===== src/verilog/asps_pkg.sv =====
package asps_pkg;

  // --------------------------------------------------------------------
  // Program mode selector
  // --------------------------------------------------------------------
  localparam logic [2:0] MODE_OFF = 3'h0;
  localparam logic [2:0] MODE_MAX = 3'h6;
  localparam logic [2:0] MODE_SINGLE_RESUME = 3'h1;
  localparam logic [2:0] MODE_CONT_RESUME = 3'h2;
  localparam logic [2:0] MODE_HOLD_RESUME = 3'h3;
  localparam logic [2:0] MODE_SINGLE_RESET = 3'h4;
  localparam logic [2:0] MODE_CONT_RESET = 3'h5;
  localparam logic [2:0] MODE_HOLD_RESET = 3'h6;

  // --------------------------------------------------------------------
  // Stage program layout
  // --------------------------------------------------------------------
  localparam int STAGES = 16;
  localparam int VAL_W = 16;
  localparam logic [3:0] FIRST_STAGE = 4'h0;
  localparam logic [3:0] LAST_STAGE = 4'hF;
  // Frequency in 0.01 Hz, 599.00 Hz top
  localparam logic [15:0] FREQ_MAX = 16'hE9FC;
  // Stage time in 0.1 s, 6000.0 s top
  localparam logic [15:0] TIME_MAX = 16'hEA60;

  // --------------------------------------------------------------------
  // Timing
  // --------------------------------------------------------------------
  localparam int CLK_PERIOD_NS = 25;
  localparam int TIME_UNIT_NS = 100_000_000;
  localparam int TICK_CYCLES = TIME_UNIT_NS / CLK_PERIOD_NS;

  typedef enum logic [1:0] {
    DIR_STOP = 2'b00,
    DIR_FWD = 2'b01,
    DIR_REV = 2'b10
  } asps_dir_t;

  typedef enum logic [1:0] {
    ST_IDLE = 2'b00,
    ST_RUN = 2'b01,
    ST_HOLD = 2'b10,
    ST_DONE = 2'b11
  } asps_state_t;

  function automatic logic asps_resume(input logic [2:0] mode);
    return (mode >= MODE_SINGLE_RESUME) && (mode <= MODE_HOLD_RESUME);
  endfunction

  function automatic logic asps_single(input logic [2:0] mode);
    return (mode == MODE_SINGLE_RESUME) || (mode == MODE_SINGLE_RESET);
  endfunction

  function automatic logic asps_cont(input logic [2:0] mode);
    return (mode == MODE_CONT_RESUME) || (mode == MODE_CONT_RESET);
  endfunction

endpackage


===== src/verilog/asps_tmr_if.sv =====
`timescale 1ns/1ps
interface asps_tmr_if;
  logic load;
  logic en;
  logic [15:0] duration;
  logic expire;
  modport seq (output load, output en, output duration, input expire);
  modport tmr (input load, input en, input duration, output expire);
endinterface


===== src/verilog/asps_sequencer.sv =====
`timescale 1ns/1ps
// What this block does
// Mode zero bypasses stepping, normal path rules
// Modes 1,4: one pass then stop
// Modes 2,5: loop stages forever
// Modes 3,6: one pass, hold last stage
// Modes 1-3: resume interrupted stage
// Modes 4-6: restart at stage 0
// Mode 2 restarts from stopped stage speed
// Stage 0 general freq, 1-15 dedicated
// Sixteen stage times, 0.0 to 6000.0 s
// Direction per stage: stop, forward, reverse
// Wobble or PID suppresses stepping
// Stepping disables external multi-step inputs
// Stepping uses primary accel/decel times
// All stage times zero: stepping inactive
// Modes 4-6 restart from stage 0 freq
// Stages ascend, each held until timer expires
// Stage 0 frequency limited to 599.00 Hz
module asps_sequencer #(
  parameter int unsigned TICK_CYCLES = asps_pkg::TICK_CYCLES
) (
  input wire logic CLK,
  input wire logic RST_N,
  input wire logic [2:0] MODE,
  input wire logic RUN,
  input wire logic WOBBLE_ACTIVE,
  input wire logic PID_ACTIVE,
  input wire logic [15:0] STAGE0_FREQ,
  input wire logic [239:0] STAGE_FREQ,
  input wire logic [255:0] STAGE_TIME,
  input wire logic [31:0] STAGE_DIR,
  input wire logic [15:0] NORMAL_FREQ,
  input wire logic [1:0] NORMAL_DIR,
  input wire logic [15:0] PRIMARY_ACC_TIME,
  input wire logic [15:0] PRIMARY_DEC_TIME,
  input wire logic [15:0] NORMAL_ACC_TIME,
  input wire logic [15:0] NORMAL_DEC_TIME,
  output logic [15:0] FREQ_REF,
  output logic [1:0] DIR_CMD,
  output logic [15:0] ACC_TIME,
  output logic [15:0] DEC_TIME,
  output logic MULTI_STEP_EN,
  output logic AUTO_ACTIVE,
  output logic CYCLE_DONE,
  output logic [3:0] STAGE
);

  typedef struct packed {
    asps_pkg::asps_state_t fsm;
    logic [3:0] stage;
    logic paused;
    logic load;
    logic en;
    logic [15:0] duration;
    logic [15:0] freq;
    logic [1:0] dir;
    logic active;
    logic done;
    logic mstep_en;
    logic [15:0] acc;
    logic [15:0] dec;
  } asps_seq_t;

  asps_seq_t r;
  asps_seq_t next_r;
  logic en_ok;
  asps_tmr_if tbus ();

  // --------------------------------------------------------------------
  // Stage table lookup
  // --------------------------------------------------------------------
  function automatic logic [15:0] clamp(input logic [15:0] v, input logic [15:0] lim);
    return (v > lim) ? lim : v;
  endfunction

  // stage 0 from general setting
  // stage 0 limited like the others
  function automatic logic [15:0] freq_of(input logic [3:0] s);
    if (s == asps_pkg::FIRST_STAGE)
      return clamp(STAGE0_FREQ, asps_pkg::FREQ_MAX);
    return clamp(STAGE_FREQ[16 * (int'(s) - 1) +: 16], asps_pkg::FREQ_MAX);
  endfunction

  // per-stage run time
  function automatic logic [15:0] time_of(input logic [3:0] s);
    return clamp(STAGE_TIME[16 * int'(s) +: 16], asps_pkg::TIME_MAX);
  endfunction

  // undefined code 3 treated as stop
  function automatic logic [1:0] dir_of(input logic [3:0] s);
    logic [1:0] d;
    d = STAGE_DIR[2 * int'(s) +: 2];
    return (d == 2'b11) ? asps_pkg::DIR_STOP : d;
  endfunction

  // --------------------------------------------------------------------
  // Sequencing
  // --------------------------------------------------------------------
  // stepping allowed only under these
  assign en_ok = (MODE != asps_pkg::MODE_OFF) && (MODE <= asps_pkg::MODE_MAX)
               && !WOBBLE_ACTIVE && !PID_ACTIVE && (|STAGE_TIME);

  always_comb
  begin
    next_r = r;
    next_r.load = 1'b0;
    if (!en_ok)
    begin
      next_r.fsm = asps_pkg::ST_IDLE;
      next_r.stage = asps_pkg::FIRST_STAGE;
      next_r.paused = 1'b0;
      next_r.en = 1'b0;
    end
    else
    begin
      case (r.fsm)
        asps_pkg::ST_IDLE:
        begin
          next_r.en = 1'b0;
          // Expiry seen after stop: remainder lost, stage reloads whole
          if (tbus.expire)
            next_r.paused = 1'b0;
          if (RUN)
          begin
            next_r.fsm = asps_pkg::ST_RUN;
            next_r.en = 1'b1;
            next_r.paused = 1'b0;
            // resume keeps timer remainder
            if (!(asps_pkg::asps_resume(MODE) && r.paused && !tbus.expire))
            begin
              next_r.load = 1'b1;
              next_r.duration = time_of(r.stage);
            end
          end
        end
        asps_pkg::ST_RUN:
        begin
          if (!RUN)
          begin
            next_r.fsm = asps_pkg::ST_IDLE;
            next_r.en = 1'b0;
            next_r.paused = asps_pkg::asps_resume(MODE) && !tbus.expire;
            // reset modes go back to stage 0
            if (!asps_pkg::asps_resume(MODE))
              next_r.stage = asps_pkg::FIRST_STAGE;
          end
          else if (tbus.expire)
          begin
            // ascend to next stage
            if (r.stage != asps_pkg::LAST_STAGE)
            begin
              next_r.stage = r.stage + 4'h1;
              next_r.load = 1'b1;
              next_r.duration = time_of(r.stage + 4'h1);
            end
            // single pass ends in stop
            else if (asps_pkg::asps_single(MODE))
            begin
              next_r.fsm = asps_pkg::ST_DONE;
              next_r.en = 1'b0;
            end
            // wrap to first stage
            else if (asps_pkg::asps_cont(MODE))
            begin
              next_r.stage = asps_pkg::FIRST_STAGE;
              next_r.load = 1'b1;
              next_r.duration = time_of(asps_pkg::FIRST_STAGE);
            end
            // keep last stage running
            else
            begin
              next_r.fsm = asps_pkg::ST_HOLD;
              next_r.en = 1'b0;
            end
          end
        end
        default:
        begin
          if (!RUN)
          begin
            next_r.fsm = asps_pkg::ST_IDLE;
            next_r.stage = asps_pkg::FIRST_STAGE;
            next_r.paused = 1'b0;
          end
        end
      endcase
    end

    next_r.active = en_ok && (next_r.fsm != asps_pkg::ST_IDLE);
    next_r.done = en_ok && (next_r.fsm == asps_pkg::ST_DONE);
    // disabled: normal reference passes through
    if (!en_ok)
    begin
      next_r.freq = NORMAL_FREQ;
      next_r.dir = NORMAL_DIR;
    end
    else
    begin
      next_r.freq = (next_r.fsm == asps_pkg::ST_DONE) ? 16'h0000 : freq_of(next_r.stage);
      next_r.dir = (next_r.fsm == asps_pkg::ST_RUN || next_r.fsm == asps_pkg::ST_HOLD)
        ? dir_of(next_r.stage) : asps_pkg::DIR_STOP;
    end
    // multi-step inputs blocked
    next_r.mstep_en = !next_r.active;
    // primary ramp times only
    next_r.acc = next_r.active ? PRIMARY_ACC_TIME : NORMAL_ACC_TIME;
    next_r.dec = next_r.active ? PRIMARY_DEC_TIME : NORMAL_DEC_TIME;
  end

  always_ff @(posedge CLK or negedge RST_N)
  begin
    if (!RST_N)
    begin
      r <= '0;
      r.mstep_en <= 1'b1;
    end
    else
      r <= next_r;
  end

  assign tbus.load = r.load;
  assign tbus.en = r.en;
  assign tbus.duration = r.duration;

  asps_stage_timer #(.TICK_CYCLES(TICK_CYCLES)) u_timer (
    .clk(CLK),
    .rst_n(RST_N),
    .bus(tbus)
  );

  assign FREQ_REF = r.freq;
  assign DIR_CMD = r.dir;
  assign ACC_TIME = r.acc;
  assign DEC_TIME = r.dec;
  assign MULTI_STEP_EN = r.mstep_en;
  assign AUTO_ACTIVE = r.active;
  assign CYCLE_DONE = r.done;
  assign STAGE = r.stage;
endmodule


===== src/verilog/asps_stage_timer.sv =====
`timescale 1ns/1ps
module asps_stage_timer #(
  parameter int unsigned TICK_CYCLES = asps_pkg::TICK_CYCLES
) (
  input wire logic clk,
  input wire logic rst_n,
  asps_tmr_if.tmr bus
);

  typedef struct packed {
    logic armed;
    logic [15:0] count;
    logic [31:0] div;
    logic expire;
  } asps_tmr_t;

  asps_tmr_t r;
  asps_tmr_t next_r;

  // Counting freezes while en is low, so a stopped stage keeps its remainder
  always_comb
  begin
    next_r = r;
    next_r.expire = 1'b0;
    if (bus.load)
    begin
      next_r.armed = 1'b1;
      next_r.count = bus.duration;
      next_r.div = 32'h0000_0000;
    end
    else if (r.armed && bus.en)
    begin
      if (r.count == 16'h0000)
      begin
        next_r.armed = 1'b0;
        next_r.expire = 1'b1;
      end
      else if (r.div == 32'(TICK_CYCLES - 1))
      begin
        next_r.div = 32'h0000_0000;
        next_r.count = r.count - 16'h0001;
      end
      else
      begin
        next_r.div = r.div + 32'h0000_0001;
      end
    end
  end

  always_ff @(posedge clk or negedge rst_n)
  begin
    if (!rst_n)
      r <= '0;
    else
      r <= next_r;
  end

  assign bus.expire = r.expire;

endmodule


===== config.mk =====
export PLATFORM = sky130hd
export DESIGN_NAME = asps_sequencer
export DESIGN_NICKNAME = d
export VERILOG_FILES = /design/src/verilog/asps_pkg.sv /design/src/verilog/asps_tmr_if.sv /design/src/verilog/asps_sequencer.sv /design/src/verilog/asps_stage_timer.sv
export SDC_FILE = /design/constraint.sdc
export NUM_CORES = 1
export LEC_CHECK = 0
export BUFFER_PORTS_ARGS = -buffer_cell sky130_fd_sc_hd__buf_2
export CELL_PAD_IN_SITES_DETAIL_PLACEMENT = 2
export CELL_PAD_IN_SITES_GLOBAL_PLACEMENT = 2
export CORE_AREA = 5 5 262 264
export DETAILED_ROUTE_END_ITERATION = 7
export DIE_AREA = 0 0 267 269
export PLACE_DENSITY_LB_ADDON = 0.1
export SYNTH_ARGS = -nofsm -noshare
export SYNTH_HDL_FRONTEND = slang
export SYNTH_SLANG_ARGS = --single-unit

===== constraint.sdc =====
create_clock -name CLK -period 7.2 [get_ports CLK]
set_clock_uncertainty 0.1 [all_clocks]
set_input_delay 0.36 -clock CLK [delete_from_list [all_inputs] [get_ports CLK]]
set_output_delay 0.36 -clock CLK [all_outputs]
set_load 0.005 [all_outputs]

==> results.md <==
- The clock edge transition at the registers on the reported setup and hold paths is 0.06 ns.
- For the worst-skew pair, the clock arrives at the later sink with an insertion delay of 0.44 ns.
- At the pin with the least slew margin, the transition time is 1.22 ns.
- During I/O placement, the number of pins put on the boundary was 691.
- TritonCTS built the clock tree.
- Internal power comes to 1630 uW.
- The proportion of register bits with asynchronous set or reset after synthesis is 100%.
- The worst setup path is captured at a register.
- The cell area after technology mapping is 13,900 um2.
- The hold violation count in the final report is 0.
- The worst setup path is of the input port to register kind.
- CTS saw 128 sinks.
- For this run the aggregate overflow at the end of global routing stands at 0.
- The clock tree synthesis step divided the H-tree into 4 levels.
- The core region is 66,300 um2.
- Of the total power, the clock network draws 38.4%.
- The post-synthesis register bit count is 128.
- The setup total negative slack is 0 ns.
- The number of buffers on the longest clock path is 2.
- The cell type with the largest total area after synthesis is mux4_2.
- The first global-routing pass estimated 130 mm of wire.
- After filler insertion, the fill cell instance count of the layout stands at 7,587.
- The required time of the critical path is 7.48 ns.
- By area the synthesized netlist is led by mux4_2 32%, dfrtp_1 23%, nand2_1 6.2%.
- Synthesis produced a netlist whose cell count is 1,400.
- The area of the multi-input gates is 9770 um2.
- The worst-case setup slack after placement is 0.484 ns.
- In this run the remaining antenna-violating nets after routing total 0.
- Once the clock tree was built, the resizer swapped 0 gates to a different size.
- The worst pin sits at a relative slew slack of 18.3%.
- The post-route netlist has 47.7% of its cells at a drive strength greater than 1.
- The number of distinct library cells after synthesis is 87.
- In the layout the commonest cells are 689 x buf_2, 229 x nand2_1, 199 x mux4_2.
- The root buffer cell chosen for the clock tree is clkbuf_16.
- Measured along the y axis, the die boundary spans 269 um.
- For this run, the register share of the synthesized area comes to 23.0%.
- The net switching fraction of the power is 31.8%.
- The detail-routed net length per standard cell is 31.7 um.
- The via count of the first global-routing pass was 17,300.
- Leaving out fill and tap cells, the most frequent cell in the layout is buf_2.
- The analysis attributes to cell leakage a power of 0.00796 uW.
- The sequential group share of total power is 33.3%.
- For this design, the CTS-stage hold fixing added 54 buffers.
- Timing would allow up to 156 MHz.
- The detailed placer's ending HPWL is 80.2 mm.
- The flow ran to the end, and the final reports show no timing, DRC or antenna violations.
- Detailed routing inserted a total of 15,900 vias.
- The die covers 71,800 um2.
- The final-stage net count is 2,683.
- Max-cap violations in this run came to 0.
- The count of yosys warnings during synthesis is 0.
- From left edge to right edge, the die measures 267 um.
- The logic gate share of total power is 28.3%.
- Total power for the finished layout comes to 2390 uW.
- The number of max-slew violations in the final report is 0.
- The number of placement rows is 95.
- Along the worst path, the maximum fanout reaches 42.
- Setup violations remaining at the end of the flow were counted as 0.
- After the first detailed-routing iteration, the DRC count stood at 1,101.
- The average instance in the mapped netlist occupies 9.96 um2.
- The worst min-delay path category is input port to register.
- The kind of start point of the critical path is an input port.
- The post-CTS setup buffer count is 0.
- The initial antenna violation count is 61.
- Setup repair after global routing left no endpoint under its margin.
- The count of port buffers added during placement is 690.
- The number of DRC violations after detailed routing is 0.
- Among all flip-flop cells after synthesis, the most frequent one is dfrtp_1.
- The net switching power of the design is 760 uW.
- The final critical path time including I/O delays and setup is 6.41 ns.
- Across the whole layout, storage elements account for 3210 um2.
- Once routing completed, OpenROAD measured the worst setup slack at 0.788 ns.
- The total routed wirelength is 93.6 mm.
- Routability-driven placement finished with a final weighted congestion of 0.939.
- The synthesized design contains 0 enable-type register cells.
- The area share of the leading cell type in the synthesized netlist is 32.2%.
- The length of the first detailed-routing pass in iterations is 8.
- The post-synthesis net count is 2,041.
- The number of buffers created by CTS is 17.
- Power spread over the standard cell area amounts to 126 nW/um2.
- The initial standard-cell utilization of the core is 21.0%.
- The post-route clock period utilization is 89.1%.
- The largest net degree at the start of global routing is 134.
- The synthesis-to-finish area growth is 36.7%.
- In the routed layout, each cell is associated on average with a via count of 5.37.
- Data on the critical path arrives at its endpoint at 6.69 ns.
- IR analysis of the VDD net gives a maximum drop of 0.000163 V.
- The all-layer global routing usage is 24.8%.
## synth_stat cells, types with 6 or more instances
cell type  number
nor2b_1         7
o31a_1          7
a211oi_1       11
nand2b_1        9
clkbuf_1       45
ha_1            7
nand3_1        30
xor2_1         17
inv_1          23
or3_1          18
nor4_1         77
nor3_1         22
a22oi_1        24
buf_4          60
a21oi_1        57
and3_1         16
buf_2          22
buf_6           7
nor2_1         83
and2_1          6
or4_1           6
o21ai_0        71
dfrtp_1       127
mux2i_1        29
mux4_2        199
buf_1           9
a31oi_1        11
o211ai_1        7
nand4_1        32
o21ai_1        21
nand2_1       229
a22o_1          9
## flip-flops by register name, indices dropped and copies added, names as in the netlist, 2 cells and up
register,count
STAGE,4
u_timer.r,49
FREQ_REF,16
r,3
DEC_TIME,16
ACC_TIME,16
tbus.duration,16
DIR_CMD,2
## worst paths after layout
kind | cells past startpoint | slack (ns) | end | startpoint
worst min-delay path | 3 | 0.04 | ACC_TIME[6] | NORMAL_ACC_TIME[6]
min in group asynchronous | 2 | 0.47 | u_timer.r[13] | RST_N
worst max register to register | 16 | 0.98 | FREQ_REF[1] | STAGE[0]
max in group asynchronous | 3 | 5.22 | STAGE[0] | RST_N
worst min register to register | 2 | 0.40 | tbus.duration[12] | tbus.duration[12]
worst max-delay path | 17 | 0.79 | FREQ_REF[1] | STAGE_TIME[43]
## power by group through the flow
stage                     Clock [uW]  Combinational [uW]  Sequential (uW)
final                            919                 677              798
after global routing             983                 725              803
after CTS                        962                 677              798
after detailed placement           0                 649              811
after global placement             0                 638              809
after floorplan                    0                 268              799
## final cells by class
cell class                 count  area share, %
multi-input combinational   1102           51.2
tap                          873           5.73
clock buffer                  19           2.38
clock inverter                13          0.853
antenna                       29          0.381
timing repair buffer         769           22.1
inverter                      24          0.473
sequential                   128           16.8
## critical path, stage by stage
cell and delay [ns]:
buf_2 0.16, nor4_1 0.91, nand4_1 0.18, nor4_1 0.77
nand4_1 0.27, buf_4 0.24, nand3_1 0.07, buf_4 0.31
ha_1 0.54, inv_2 0.79, mux4_2 0.42, a22oi_1 0.44
nand2_1 0.21, o22ai_2 0.26, o21ai_4 0.13, a311oi_1 0.42
a21o_1 0.18
## per-stage QoR
step / utilization (%) / instance area, um2 / hold WS, ns / instances
3_3_place_gp: 26.9 / 17800 / 0.366 / 2842
3_5_place_dp: 26.9 / 17800 / 0.382 / 2842
6_report: 28.7 / 19100 / 0.0418 / 2957
2_1_floorplan: - / 13900 / -0.0356 / 1400
4_1_cts: 28.6 / 19000 / 0.000618 / 2928
5_1_grt: 28.7 / 19000 / 0.0233 / 2947
## layer usage
| layer | part of all wire [%] | GRT usage [%] |
|---|---|---|
| met3 | 6.2 | 5.61 |
| met1 | 39 | 30.5 |
| met5 | 0.23 | 0 |
| met4 | 2.9 | 7.77 |
| met2 | 51 | 43.6 |
## cell families (layout without fill, tap and decap cells)
logic type / count (synthesis) / in the layout / synth area share (%)
AND/OR/NAND/NOR: 558 / 558 / 19.6
AO/OA/AOI/OAI: 283 / 283 / 13.4
multiplexers: 234 / 234 / 34.9
buffers and inverters: 170 / 825 / 7.08
flip-flops: 128 / 128 / 23.0
XOR/XNOR: 20 / 20 / 1.31
adder cells (fa/ha/maj): 7 / 7 / 0.628
other: 0 / 29 / 0
Note: power is estimated with default switching activity, not from simulation.
